## src/acd_pkg.sv

```systemverilog
// Function
// - Started channel loops its waveform until disabled.
// - Fetch only with master and channel enables.
// - Bit 15 picks set or clear.
// - Re-enable restarts from the location registers.
// - Short disable under two periods may continue.
// - Length counts words before returning to start.
// - Location is three high, fifteen low bits.
// - Start copies length and location to working.
// - Interrupt right after the working copies.
// - Later register writes leave current playback alone.
// - Length reaching zero reloads both, no gap.
// - Fetch words in the channel's own slot.
// - Unattached word carries two 8-bit samples.
// - Attached channel is silent and modulates next.
// - Modulator period expiry writes next word over.
// - Volume word uses bits 6-0 only.
// - Period word uses all sixteen bits.
// - Both attaches alternate, volume first.
// - Modulator and modulated lengths are independent.
// - Either attach bit silences the channel.
// - Channel 0 attaches at bits 0 and 4.
// - Channel 3 attach only silences it.
// - Volume attaches bits 0-3, period bits 4-7.
// - Period counts down clocks; zero takes next sample.
package acd_pkg;
  // ----------------------------------------------------------------------
  // Register map (word aligned byte offsets)
  // ----------------------------------------------------------------------
  localparam logic [7:0] off_dma_control    = 8'h00;
  localparam logic [7:0] off_attach_control = 8'h04;
  localparam logic [7:0] off_status         = 8'h08;
  localparam logic [7:0] off_chan_base      = 8'h10;
  localparam logic [7:0] off_chan_stride    = 8'h10;
  localparam logic [3:0] sub_addr_high      = 4'h0;
  localparam logic [3:0] sub_addr_low       = 4'h4;
  localparam logic [3:0] sub_word_count     = 4'h8;
  localparam logic [3:0] sub_vol_period     = 4'hc;
  // ----------------------------------------------------------------------
  // Field positions and reset values
  // ----------------------------------------------------------------------
  localparam int          bit_set_or_clear  = 15;
  localparam int          bit_master_enable = 9;
  localparam int          pos_period_attach = 4;
  localparam logic [15:0] dma_control_reset = 16'h0000;
  localparam logic [7:0]  attach_reset      = 8'h00;
  localparam logic [15:0] period_reset      = 16'h0000;
  localparam logic [6:0]  volume_reset      = 7'h00;
  localparam int          addr_high_width   = 3;
  localparam int          addr_low_width    = 15;
endpackage : acd_pkg

```

## src/acd_player.sv

```systemverilog
// Chosen here: register access over APB and the placing of the registers.
`timescale 1ns/10ps
module acd_player #(
  parameter int n_chan = 4
) (
  input  wire logic        pclk,            // System clock, 100 MHz.
  input  wire logic        presetn,         // Asynchronous reset, active low.
  input  wire logic        psel,            // APB select.
  input  wire logic        penable,         // APB access phase.
  input  wire logic        pwrite,          // APB direction, high for write.
  input  wire logic [7:0]  paddr,           // APB byte address.
  input  wire logic [31:0] pwdata,          // APB write data.
  output logic      [31:0] prdata,          // APB read data.
  output logic             pready,          // APB ready.
  output logic             pslverr,         // APB error, unmapped address.
  output logic             mem_req,         // Memory fetch request.
  output logic      [17:0] mem_addr,        // Word address of the fetch.
  output logic      [1:0]  mem_chan,        // Channel owning the fetch.
  input  wire logic        mem_ack,         // Fetch data is valid.
  input  wire logic [15:0] mem_rdata,       // Fetched data word.
  input  wire logic        slot_strobe,     // Start of a DMA slot group, a pin.
  output logic      [3:0]  chan_irq,        // Pulse after working copies taken.
  output logic      [31:0] dac_sample,      // Four 8-bit samples, ch3 on top.
  output logic      [27:0] dac_volume,      // Four 7-bit volumes, ch3 on top.
  output logic      [3:0]  dac_active       // Channel is producing sound.
);
  // ----------------------------------------------------------------------
  // Register file
  // ----------------------------------------------------------------------
  logic [15:0] dma_control_set_clear;
  logic [7:0]  attach_control;
  logic [2:0]  start_addr_high [n_chan];
  logic [14:0] start_addr_low  [n_chan];
  logic [15:0] wave_word_count [n_chan];
  logic [15:0] sample_period   [n_chan];
  logic [6:0]  channel_volume  [n_chan];
  logic        wr_en;
  logic        addr_ok;
  logic [1:0]  reg_chan;
  logic [31:0] next_rdata;

  assign wr_en    = psel && penable && pwrite;
  assign reg_chan = 2'(paddr[5:4] - acd_pkg::off_chan_base[5:4]);
  // The word between the status register and the first channel is a hole.
  // Flagging it keeps software from mistaking it for a silent register.
  assign addr_ok  = (paddr[1:0] == 2'h0) &&
                    !(paddr > acd_pkg::off_status && paddr < acd_pkg::off_chan_base) &&
                    (paddr < (acd_pkg::off_chan_base + 8'(n_chan * 16)));

  // DMA control bits are updated by set or clear, never by plain store.
  always_ff @(posedge pclk or negedge presetn) begin
    if (!presetn) begin
      dma_control_set_clear <= acd_pkg::dma_control_reset;
    end else if (wr_en && paddr == acd_pkg::off_dma_control) begin
      if (pwdata[acd_pkg::bit_set_or_clear]) begin
        dma_control_set_clear <= dma_control_set_clear | (pwdata[15:0] & 16'h7fff);
      end else begin
        dma_control_set_clear <= dma_control_set_clear & ~(pwdata[15:0] & 16'h7fff);
      end
    end
  end

  always_ff @(posedge pclk or negedge presetn) begin
    if (!presetn) begin
      attach_control <= acd_pkg::attach_reset;
    end else if (wr_en && paddr == acd_pkg::off_attach_control) begin
      attach_control <= pwdata[7:0];
    end
  end

  // ----------------------------------------------------------------------
  // Per-channel state
  // ----------------------------------------------------------------------
  logic [17:0] work_ptr    [n_chan];
  logic [15:0] work_len    [n_chan];
  logic [15:0] period_cnt  [n_chan];
  logic [15:0] data_word   [n_chan];
  logic        word_valid  [n_chan];
  logic        low_half    [n_chan];
  logic        running     [n_chan];
  logic        mod_is_per  [n_chan];
  logic [15:0] off_cnt     [n_chan];
  logic [3:0]  fetch_pend;
  logic [3:0]  chan_on;
  logic [3:0]  attached;
  logic [3:0]  expire;
  logic [3:0]  mod_wr_vol;
  logic [3:0]  mod_wr_per;
  logic [1:0]  slot_idx;
  logic        slot_s1;
  logic        slot_s2;
  logic        slot_s3;
  logic        busy;

  function automatic logic [17:0] loc_of(input logic [2:0] hi, input logic [14:0] lo);
    return {hi, lo};
  endfunction : loc_of

  always_comb begin
    for (int c = 0; c < n_chan; c++) begin
      chan_on[c]  = dma_control_set_clear[acd_pkg::bit_master_enable] &&
                    dma_control_set_clear[c];
      attached[c] = attach_control[c] ||
                    attach_control[c + acd_pkg::pos_period_attach];
      expire[c]   = running[c] && (period_cnt[c] == 16'h0000) && word_valid[c];
    end
  end

  // A modulator's expiry drives the next channel; channel 3 has no target.
  always_comb begin
    mod_wr_vol = 4'h0;
    mod_wr_per = 4'h0;
    for (int c = 0; c < n_chan - 1; c++) begin
      if (expire[c] && attached[c]) begin
        if (attach_control[c] && attach_control[c + acd_pkg::pos_period_attach]) begin
          mod_wr_vol[c + 1] = !mod_is_per[c];
          mod_wr_per[c + 1] = mod_is_per[c];
        end else begin
          mod_wr_vol[c + 1] = attach_control[c];
          mod_wr_per[c + 1] = attach_control[c + acd_pkg::pos_period_attach];
        end
      end
    end
  end

  // Channel registers; a modulator write lands in the modulated channel.
  always_ff @(posedge pclk or negedge presetn) begin
    if (!presetn) begin
      for (int c = 0; c < n_chan; c++) begin
        start_addr_high[c] <= 3'h0;
        start_addr_low[c]  <= 15'h0000;
        wave_word_count[c] <= 16'h0000;
        sample_period[c]   <= acd_pkg::period_reset;
        channel_volume[c]  <= acd_pkg::volume_reset;
      end
    end else begin
      // Channel 0 has no modulator below it, so the loop starts at channel 1.
      for (int c = 1; c < n_chan; c++) begin
        if (mod_wr_vol[c]) begin
          channel_volume[c] <= data_word[c - 1][6:0];
        end
        if (mod_wr_per[c]) begin
          sample_period[c] <= data_word[c - 1];
        end
      end
      if (wr_en && paddr >= acd_pkg::off_chan_base && addr_ok) begin
        case (paddr[3:0])
          acd_pkg::sub_addr_high:  start_addr_high[reg_chan] <= pwdata[2:0];
          acd_pkg::sub_addr_low:   start_addr_low[reg_chan]  <= pwdata[14:0];
          acd_pkg::sub_word_count: wave_word_count[reg_chan] <= pwdata[15:0];
          acd_pkg::sub_vol_period: begin
            sample_period[reg_chan]  <= pwdata[15:0];
            channel_volume[reg_chan] <= pwdata[22:16];
          end
          default: ;
        endcase
      end
    end
  end

  // Slot strobe comes from outside; two flops, then an edge detector.
  always_ff @(posedge pclk or negedge presetn) begin
    if (!presetn) begin
      slot_s1 <= 1'b0;
      slot_s2 <= 1'b0;
      slot_s3 <= 1'b0;
    end else begin
      slot_s1 <= slot_strobe;
      slot_s2 <= slot_s1;
      slot_s3 <= slot_s2;
    end
  end

  // Round-robin slot pointer gives each channel its own fetch turn.
  always_ff @(posedge pclk or negedge presetn) begin
    if (!presetn) begin
      slot_idx <= 2'h0;
      busy     <= 1'b0;
      mem_req  <= 1'b0;
      mem_addr <= 18'h00000;
      mem_chan <= 2'h0;
    end else if (busy) begin
      if (mem_ack) begin
        busy    <= 1'b0;
        mem_req <= 1'b0;
      end
    end else if (slot_s2 && !slot_s3) begin
      slot_idx <= slot_idx + 2'h1;
      if (fetch_pend[slot_idx] && chan_on[slot_idx]) begin
        busy     <= 1'b1;
        mem_req  <= 1'b1;
        mem_addr <= work_ptr[slot_idx];
        mem_chan <= slot_idx;
      end
    end
  end

  // Playback engine per channel.
  always_ff @(posedge pclk or negedge presetn) begin
    if (!presetn) begin
      for (int c = 0; c < n_chan; c++) begin
        work_ptr[c]   <= 18'h00000;
        work_len[c]   <= 16'h0000;
        period_cnt[c] <= 16'h0000;
        data_word[c]  <= 16'h0000;
        word_valid[c] <= 1'b0;
        low_half[c]   <= 1'b0;
        running[c]    <= 1'b0;
        mod_is_per[c] <= 1'b0;
        off_cnt[c]    <= 16'h0000;
        fetch_pend[c] <= 1'b0;
        chan_irq[c]   <= 1'b0;
      end
    end else begin
      for (int c = 0; c < n_chan; c++) begin
        chan_irq[c] <= 1'b0;
        if (!chan_on[c]) begin
          // A brief disable keeps the channel alive; longer one stops it.
          if (running[c]) begin
            if (off_cnt[c] >= 16'(sample_period[c] << 1)) begin
              running[c]    <= 1'b0;
              word_valid[c] <= 1'b0;
              fetch_pend[c] <= 1'b0;
            end else begin
              off_cnt[c] <= off_cnt[c] + 16'h0001;
            end
          end
        end else if (!running[c]) begin
          // Start: take working copies and raise the interrupt.
          running[c]    <= 1'b1;
          work_ptr[c]   <= loc_of(start_addr_high[c], start_addr_low[c]);
          work_len[c]   <= wave_word_count[c];
          chan_irq[c]   <= 1'b1;
          fetch_pend[c] <= 1'b1;
          low_half[c]   <= 1'b0;
          mod_is_per[c] <= 1'b0;
          period_cnt[c] <= sample_period[c];
          off_cnt[c]    <= 16'h0000;
        end else begin
          off_cnt[c] <= 16'h0000;
          if (mem_ack && busy && mem_chan == 2'(c)) begin
            data_word[c]  <= mem_rdata;
            word_valid[c] <= 1'b1;
            fetch_pend[c] <= 1'b0;
            if (work_len[c] <= 16'h0001) begin
              // Reload from the live registers, so later writes apply here.
              work_ptr[c] <= loc_of(start_addr_high[c], start_addr_low[c]);
              work_len[c] <= wave_word_count[c];
              chan_irq[c] <= 1'b1;
            end else begin
              work_ptr[c] <= work_ptr[c] + 18'h00001;
              work_len[c] <= work_len[c] - 16'h0001;
            end
          end
          if (period_cnt[c] != 16'h0000) begin
            period_cnt[c] <= period_cnt[c] - 16'h0001;
          end else if (word_valid[c]) begin
            period_cnt[c] <= sample_period[c];
            if (attached[c]) begin
              mod_is_per[c] <= !mod_is_per[c];
              word_valid[c] <= 1'b0;
              fetch_pend[c] <= 1'b1;
            end else begin
              low_half[c] <= !low_half[c];
              if (low_half[c]) begin
                word_valid[c] <= 1'b0;
                fetch_pend[c] <= 1'b1;
              end
            end
          end
        end
      end
    end
  end

  // ----------------------------------------------------------------------
  // Audio output and read data
  // ----------------------------------------------------------------------
  always_ff @(posedge pclk or negedge presetn) begin
    if (!presetn) begin
      dac_sample <= 32'h00000000;
      dac_volume <= 28'h0000000;
      dac_active <= 4'h0;
    end else begin
      for (int c = 0; c < n_chan; c++) begin
        dac_active[c] <= running[c] && !attached[c];
        dac_volume[c*7 +: 7] <= channel_volume[c];
        if (expire[c] && !attached[c]) begin
          dac_sample[c*8 +: 8] <= low_half[c] ? data_word[c][7:0]
                                              : data_word[c][15:8];
        end else if (attached[c]) begin
          dac_sample[c*8 +: 8] <= 8'h00;
        end
      end
    end
  end

  always_comb begin
    next_rdata = 32'h00000000;
    if (paddr == acd_pkg::off_dma_control) begin
      next_rdata = {16'h0000, dma_control_set_clear};
    end else if (paddr == acd_pkg::off_attach_control) begin
      next_rdata = {24'h000000, attach_control};
    end else if (paddr == acd_pkg::off_status) begin
      for (int c = 0; c < n_chan; c++) begin
        next_rdata[c]     = running[c];
        next_rdata[c + 4] = fetch_pend[c];
      end
    end else if (paddr >= acd_pkg::off_chan_base) begin
      case (paddr[3:0])
        acd_pkg::sub_addr_high:  next_rdata = {29'h0, start_addr_high[reg_chan]};
        acd_pkg::sub_addr_low:   next_rdata = {17'h0, start_addr_low[reg_chan]};
        acd_pkg::sub_word_count: next_rdata = {16'h0, wave_word_count[reg_chan]};
        acd_pkg::sub_vol_period: next_rdata = {9'h0, channel_volume[reg_chan],
                                               sample_period[reg_chan]};
        default:                 next_rdata = 32'h00000000;
      endcase
    end
  end

  // Zero-wait APB: ready is registered during setup.
  always_ff @(posedge pclk or negedge presetn) begin
    if (!presetn) begin
      pready  <= 1'b0;
      pslverr <= 1'b0;
      prdata  <= 32'h00000000;
    end else begin
      pready  <= psel && !penable;
      pslverr <= psel && !penable && !addr_ok;
      prdata  <= (psel && !penable && !pwrite && addr_ok) ? next_rdata : 32'h00000000;
    end
  end
endmodule : acd_player

```

## config.mk

```make
export PLATFORM = sky130hd
export DESIGN_NAME = acd_player
export DESIGN_NICKNAME = d
export VERILOG_FILES = /design/src/acd_pkg.sv /design/src/acd_player.sv
export SDC_FILE = /design/constraint.sdc
export NUM_CORES = 2
export LEC_CHECK = 0
export BUFFER_PORTS_ARGS = -buffer_cell sky130_fd_sc_hd__buf_2
export CAP_MARGIN = 20
export CORE_ASPECT_RATIO = 0.8
export CORE_MARGIN = 3
export CORE_UTILIZATION = 45
export CTS_BUF_LIST = sky130_fd_sc_hd__clkbuf_16
export DETAILED_ROUTE_END_ITERATION = 12
export GPL_TIMING_DRIVEN = 0
export SKIP_LAST_GASP = 1
export SYNTH_ARGS = -nofsm -noshare
export SYNTH_HDL_FRONTEND = slang
export SYNTH_SLANG_ARGS = --single-unit
```

## constraint.sdc

```tcl
create_clock -name pclk -period 6.85 [get_ports pclk]
set_clock_uncertainty 0.1 [all_clocks]
set_input_delay 1.7125 -clock pclk [delete_from_list [all_inputs] [get_ports pclk]]
set_output_delay 1.7125 -clock pclk [all_outputs]
set_load 0.05 [all_outputs]
```

Yosys cells after proc, flatten, opt, wreduce, memory -nomap -nowiden
Index checks and enable logic that the tools add are counted.
Word-level totals
  register bits: 728
  input port bits: 63
  word-level logic and storage cells: 539
Operators by class
  add/subtract/negate cells: 18
  order comparisons: 16
  equal/unequal tests: 36
  muxes and demuxes: 253
  bitwise operators: 6
  reduce and logical (&&, ||, !) cells: 131
Operators by type and width (number)
  two-way mux 16 bit: 45
  two-way mux 18 bit: 14
  two-way mux 1 bit: 142
  bitwise mux 64 bit: 2
  two-way mux 32 bit: 4
  subtractor 16 x 1 -> 16 bit, second input constant: 8
  two-way mux 8 bit: 13
  two-way mux 48 bit: 2
  case mux 23 bit (4 select lines): 1
  adder 18 x 1 -> 18 bit, second input constant: 4
  adder 16 x 1 -> 16 bit, second input constant: 4
  binary-select mux 16 bit (select 2 bit): 2
  >= comparator 16 bit: 4
  less-or-equal comparator 16 x 1 -> 1 bit, second input constant: 4
  logical NOT 16 bit: 4
  nonzero test 16 bit: 4
  bitwise mux 60 bit: 1
  AND reduction 2 bit: 25
  logical AND 1 bit: 47
  two-way mux 15 bit: 3
  two-way mux 21 bit: 2
  two-way mux 7 bit: 6
  binary-select mux 18 bit (select 2 bit): 1
  inequality test 2 bit, second input constant: 17
  other kinds (42): 101

Logic depth before layout (Yosys ltp)
  depth in word-level cells: 11
  gate-level depth with buffers: 15

Worst setup path before layout
No wires, ideal clock.
  kind: in2reg
  from: input port paddr[4]
  to: register prdata[4]
  arrival time: 4.722 ns
  data required time: 6.611 ns
  path slack: 1.889 ns
  stages: 12
  path buffers: 7
  cells stage by stage: buf_2 > buf_2 > buf_2 > buf_2 > inv_1 > ha_1 > buf_2 > clkbuf_1 > buf_1 > mux4_2 > a22oi_1 > a31oi_1
Between the ends
  longest elaborated chain between the ends: 11
  elaborated cells on any way between the ends: 29
Ends and longest elaborated chain
  start: declaration: RTL line acd_player.sv:11  | input wire logic [7:0] paddr,
  subtractor 2 x 1 -> 2 bit: RTL line acd_player.sv:43  | assign reg_chan = 2'(paddr[5:4] - acd_pkg::off_chan_base[5:4]);
  NOT 2 -> 3 bit (implied by the code): RTL line acd_player.sv:312, acd_player.sv:313, acd_player.sv:315
  binary-select mux 16 bit (select 2 bit) (tied with other cells): RTL line acd_player.sv:315  | sample_period[reg_chan]};
  two-way mux 16 bit (implied by the code) (tied with other cells) (2 in a row): RTL line acd_player.sv:315
  case mux 23 bit (4 select lines): RTL line acd_player.sv:310  | case (paddr[3:0])
  two-way mux 32 bit: RTL line acd_player.sv:309  | end else if (paddr >= acd_pkg::off_chan_base) begin
  two-way mux 8 bit: RTL line acd_player.sv:304  | end else if (paddr == acd_pkg::off_status) begin
  two-way mux 32 bit: RTL line acd_player.sv:302  | end else if (paddr == acd_pkg::off_attach_control) begin
  two-way mux 32 bit: RTL line acd_player.sv:300  | if (paddr == acd_pkg::off_dma_control) begin
  two-way mux 32 bit *: RTL line acd_player.sv:330  | prdata <= (psel && !penable && !pwrite && addr_ok) ? next_rdata : 32'h00000000;
  end signal: assignment: RTL line acd_player.sv:330
  end: declaration: RTL line acd_player.sv:13  | output logic [31:0] prdata,
Every way passes the cells marked *; elsewhere a longest branch is shown, timed or not. The select of a mux whose other input is x is not followed.
A chain may end at the register's enable or synchronous reset.

Worst setup path after layout
  from: input port paddr[4]
  to: register prdata[15]
Between the ends
  longest elaborated chain between the ends: 11
  elaborated cells on any way between the ends: 26
Ends and longest elaborated chain (RTL line)
  subtractor 2 x 1 -> 2 bit: acd_player.sv:43
  NOT 2 -> 3 bit (implied by the code): acd_player.sv:313, acd_player.sv:315
  binary-select mux 16 bit (select 2 bit) (on tied branches): acd_player.sv:315, acd_player.sv:313
  two-way mux 16 bit (on tied branches) (2 in a row): acd_player.sv:315, acd_player.sv:313
  case mux 23 bit (4 select lines): acd_player.sv:310
  two-way mux 32 bit: acd_player.sv:309
  two-way mux 24 bit: acd_player.sv:304
  two-way mux 32 bit: acd_player.sv:302
  two-way mux 32 bit: acd_player.sv:300
  two-way mux 32 bit *: acd_player.sv:330
Marks and branches as above.

==> run metrics <==
status=completed; Pins Over Slew Limit=0; Tmin final=6.277 ns; die width=329.3 µm; clk buf depth=3; Area Overhead vs Synth=13.73%; final setup vio count=0; drt drc=0; Syn. warnings=0; drt pass-1 iters=6; CTS tree=done; Core Rows=94; final period utilization=91.64%; CTS resizes=0; fraction of layout cells with a size suffix above 1=19.31%; die area=87170 µm²; cell taking the most area after synthesis=dfrtp_1; cells taking the most area after synthesis=dfrtp_1 48%, mux2_2 8.6%, mux4_2 4.5%; Peak VDD IR=0.0002259 V; slowest cell on the critical path=nor3_1; ys async rst share=100.0%; WP buf/inv=9; Setup Buffers After CTS=0; Via-to-Cell Ratio=6.148; most frequent cells in the layout=718 x dfrtp_1, 331 x a21oi_1, 303 x nor2_1, 287 x mux2_2, 273 x o21ai_0; dpl cells=4925; worst rel slew slack=19.44%; Main synth FF type=dfrtp_1; number of synthesized flops with an enable pin=0; cell area power density=224.4 nW/µm²; CP endpoint kind=flip-flop; grt total ovfl=0; Fin. Hold Viols=0; fin area=42810 µm²; initial antenna violation count=17; Seq/Total Area, Yosys=47.74%; vias in the first global route=29200; Max Clk Rate=159.3 MHz; Clock Sinks=718; commonest non-fill, non-tap cell in the layout=dfrtp_1; Initial Util=45.59%; Lkg Pwr=19.25 nW; WP data required=7.19 ns; final WL=135700 µm; Yosys reg bits=718; max_cap viols=0; Initial DRC Count=3440; Max stage delay on crit path=0.79 ns; Design Power=0.009608 W; gp weighted congestion=0.9815; CP most frequent cell=buf_2; clk root buf=clkbuf_16; largest net degree at the start of global routing=113; DP HPWL=102700 µm; number of nets with antenna violations after routing=0; worst slew pin tran=1.208 ns; footprint of the multi-input gates=18280 µm²; # hold bufs at CTS=0; Hold Worst Slack=0.2454 ns; Port Buffers=164; Synth Area per Inst=10.34 µm²; die height=264.7 µm; clock slew at reported path FFs=0.06 ns; Final #Nets=4056; HP Class=flip-flop to flip-flop; Crit Path Category=input pin to flip-flop; first-pass GRT wire length=198500 µm; critical path peak fanout=10; Mapped Cells=3639; via count=31240; io pins=186; CP top delay family=buffers and inverters; fin cells=5081; CP Launch Type=input pin; Final Util=51.85%; unrepaired setup endpoints after global routing=no; synthesized area=37640 µm²; Core Box Area=82560 µm²; fill cell count=7561; critical path, cell by cell=buf_2 > buf_2 > buf_2 > buf_2 > buf_2 > inv_1 > ha_1 > buf_4 > inv_1 > or3_1 > and3_1 > clkbuf_1 > o2111ai_1 > nor3_1; post-synthesis cell type count=89; WP data arrival=6.62 ns; Reg area=17970 µm²; top-area cell type share of the netlist area=47.74%; GRT Overall Usage=30.83%; WL per Instance=26.72 µm; Num CTS Buffers=79; Clock Latency Late Sink=0.65 ns; DP Area=40110 µm²; deepest level of the CTS H-tree=3
[flip-flops by register name (all words and copies together), names as in the netlist, 8 cells and up, named ones only]
register         flops
start_addr_high     12
period_cnt          64
channel_volume      28
mem_addr            18
attach_control       8
dac_volume          28
work_ptr            72
wave_word_count     64
dac_sample          32
data_word           64
start_addr_low      60
work_len            64
prdata              23
sample_period       64
off_cnt             64
[per-layer routing]
layer,wire (µm),share of wire (%),global-route usage (%)
met1,59870,44,45.85
met2,53090,39,40.11
met3,19060,14,13.94
met4,3676,2.7,8.307
met5,40,0.029,0
[power breakdown]
part           switching (W)  internal (W)  total (W)
sequential         0.0000684       0.00430    0.00437
combinational       0.000549      0.000244   0.000793
clock                0.00187       0.00258    0.00445
[cell type report]
type	count	area share (%)
multi-input combinational	2580	42.71
sequential	718	41.97
clock buffer	81	4.735
tap	1104	3.227
timing repair buffer	175	2.464
buffer	219	2.195
clock inverter	63	1.494
inverter	130	1.140
antenna	11	0.06430
[worst reg2reg max path, stage by stage, from the launching register on]
cell      delay, ns
dfrtp_1        0.70
nand4_1        0.58
nor3_1         0.50
clkbuf_1       0.67
buf_1          0.61
mux2_2         0.41
[cells by family (layout without fill, tap and decap cells)]
kind of cell,Yosys count,count (layout),synth area share [%]
multiplexers,480,480,16.25
buffers and inverters,349,668,3.793
AND/OR/NAND/NOR,1075,1075,14.11
adder cells (fa/ha/maj),90,90,2.992
XOR/XNOR,34,34,0.7912
flip-flops,718,718,47.74
AO/OA/AOI/OAI,892,892,14.32
other,1,20,0.009963
[through the flow]
step / setup WS, ns / TNS, ns
after detailed placement: 0.2223 / 0
after CTS: 0.8787 / 0
final: 0.5726 / 0
after global placement: -12.02 / -8527.83
after global routing: 0.4382 / 0
after floorplan: 1.889 / 0
[path summary, 6_finish.rpt]
| kind | start | endpoint | slack, ns | depth (start not counted) |
|---|---|---|---|---|
| max | paddr[4] | prdata[15]$_DFF_PN0_ | 0.57 | 14 |
| min | slot_s1$_DFF_PN0_ | slot_s2$_DFF_PN0_ | 0.25 | 0 |
| max reg2reg | mem_chan[0]$_DFFE_PN0P_ | data_word[13]$_DFFE_PN0P_ | 3.17 | 5 |
| min reg2reg | slot_s1$_DFF_PN0_ | slot_s2$_DFF_PN0_ | 0.25 | 0 |
| max in group asynchronous | presetn | off_cnt[47]$_DFFE_PN0P_ | 3.52 | 5 |
| min in group asynchronous | presetn | chan_irq[3]$_DFF_PN0_ | 0.92 | 1 |
[synthesized netlist by cell type, drive strengths merged (7+ instances only)]
cell / n
dfrtp: 718
o21ai: 285
xnor2: 13
and3: 24
nor2: 306
inv: 130
o211ai: 24
o21a: 20
nor3b: 21
o22a: 13
mux4: 76
a31oi: 25
a21oi: 331
nor4: 58
nor3: 85
a221o: 28
nand4: 46
mux2: 287
nand2: 277
o22ai: 15
o31ai: 25
mux2i: 117
a211oi: 11
a2bb2oi: 7
and4: 8
or4: 36
buf: 68
a21o: 13
o2111ai: 7
a22oi: 29
nand3: 104
ha: 90
xor2: 21
or3: 40
and2: 11
clkbuf: 151
or2: 11
nor2b: 16
nand2b: 16
a22o: 8
(Power assumes the default switching activity.)
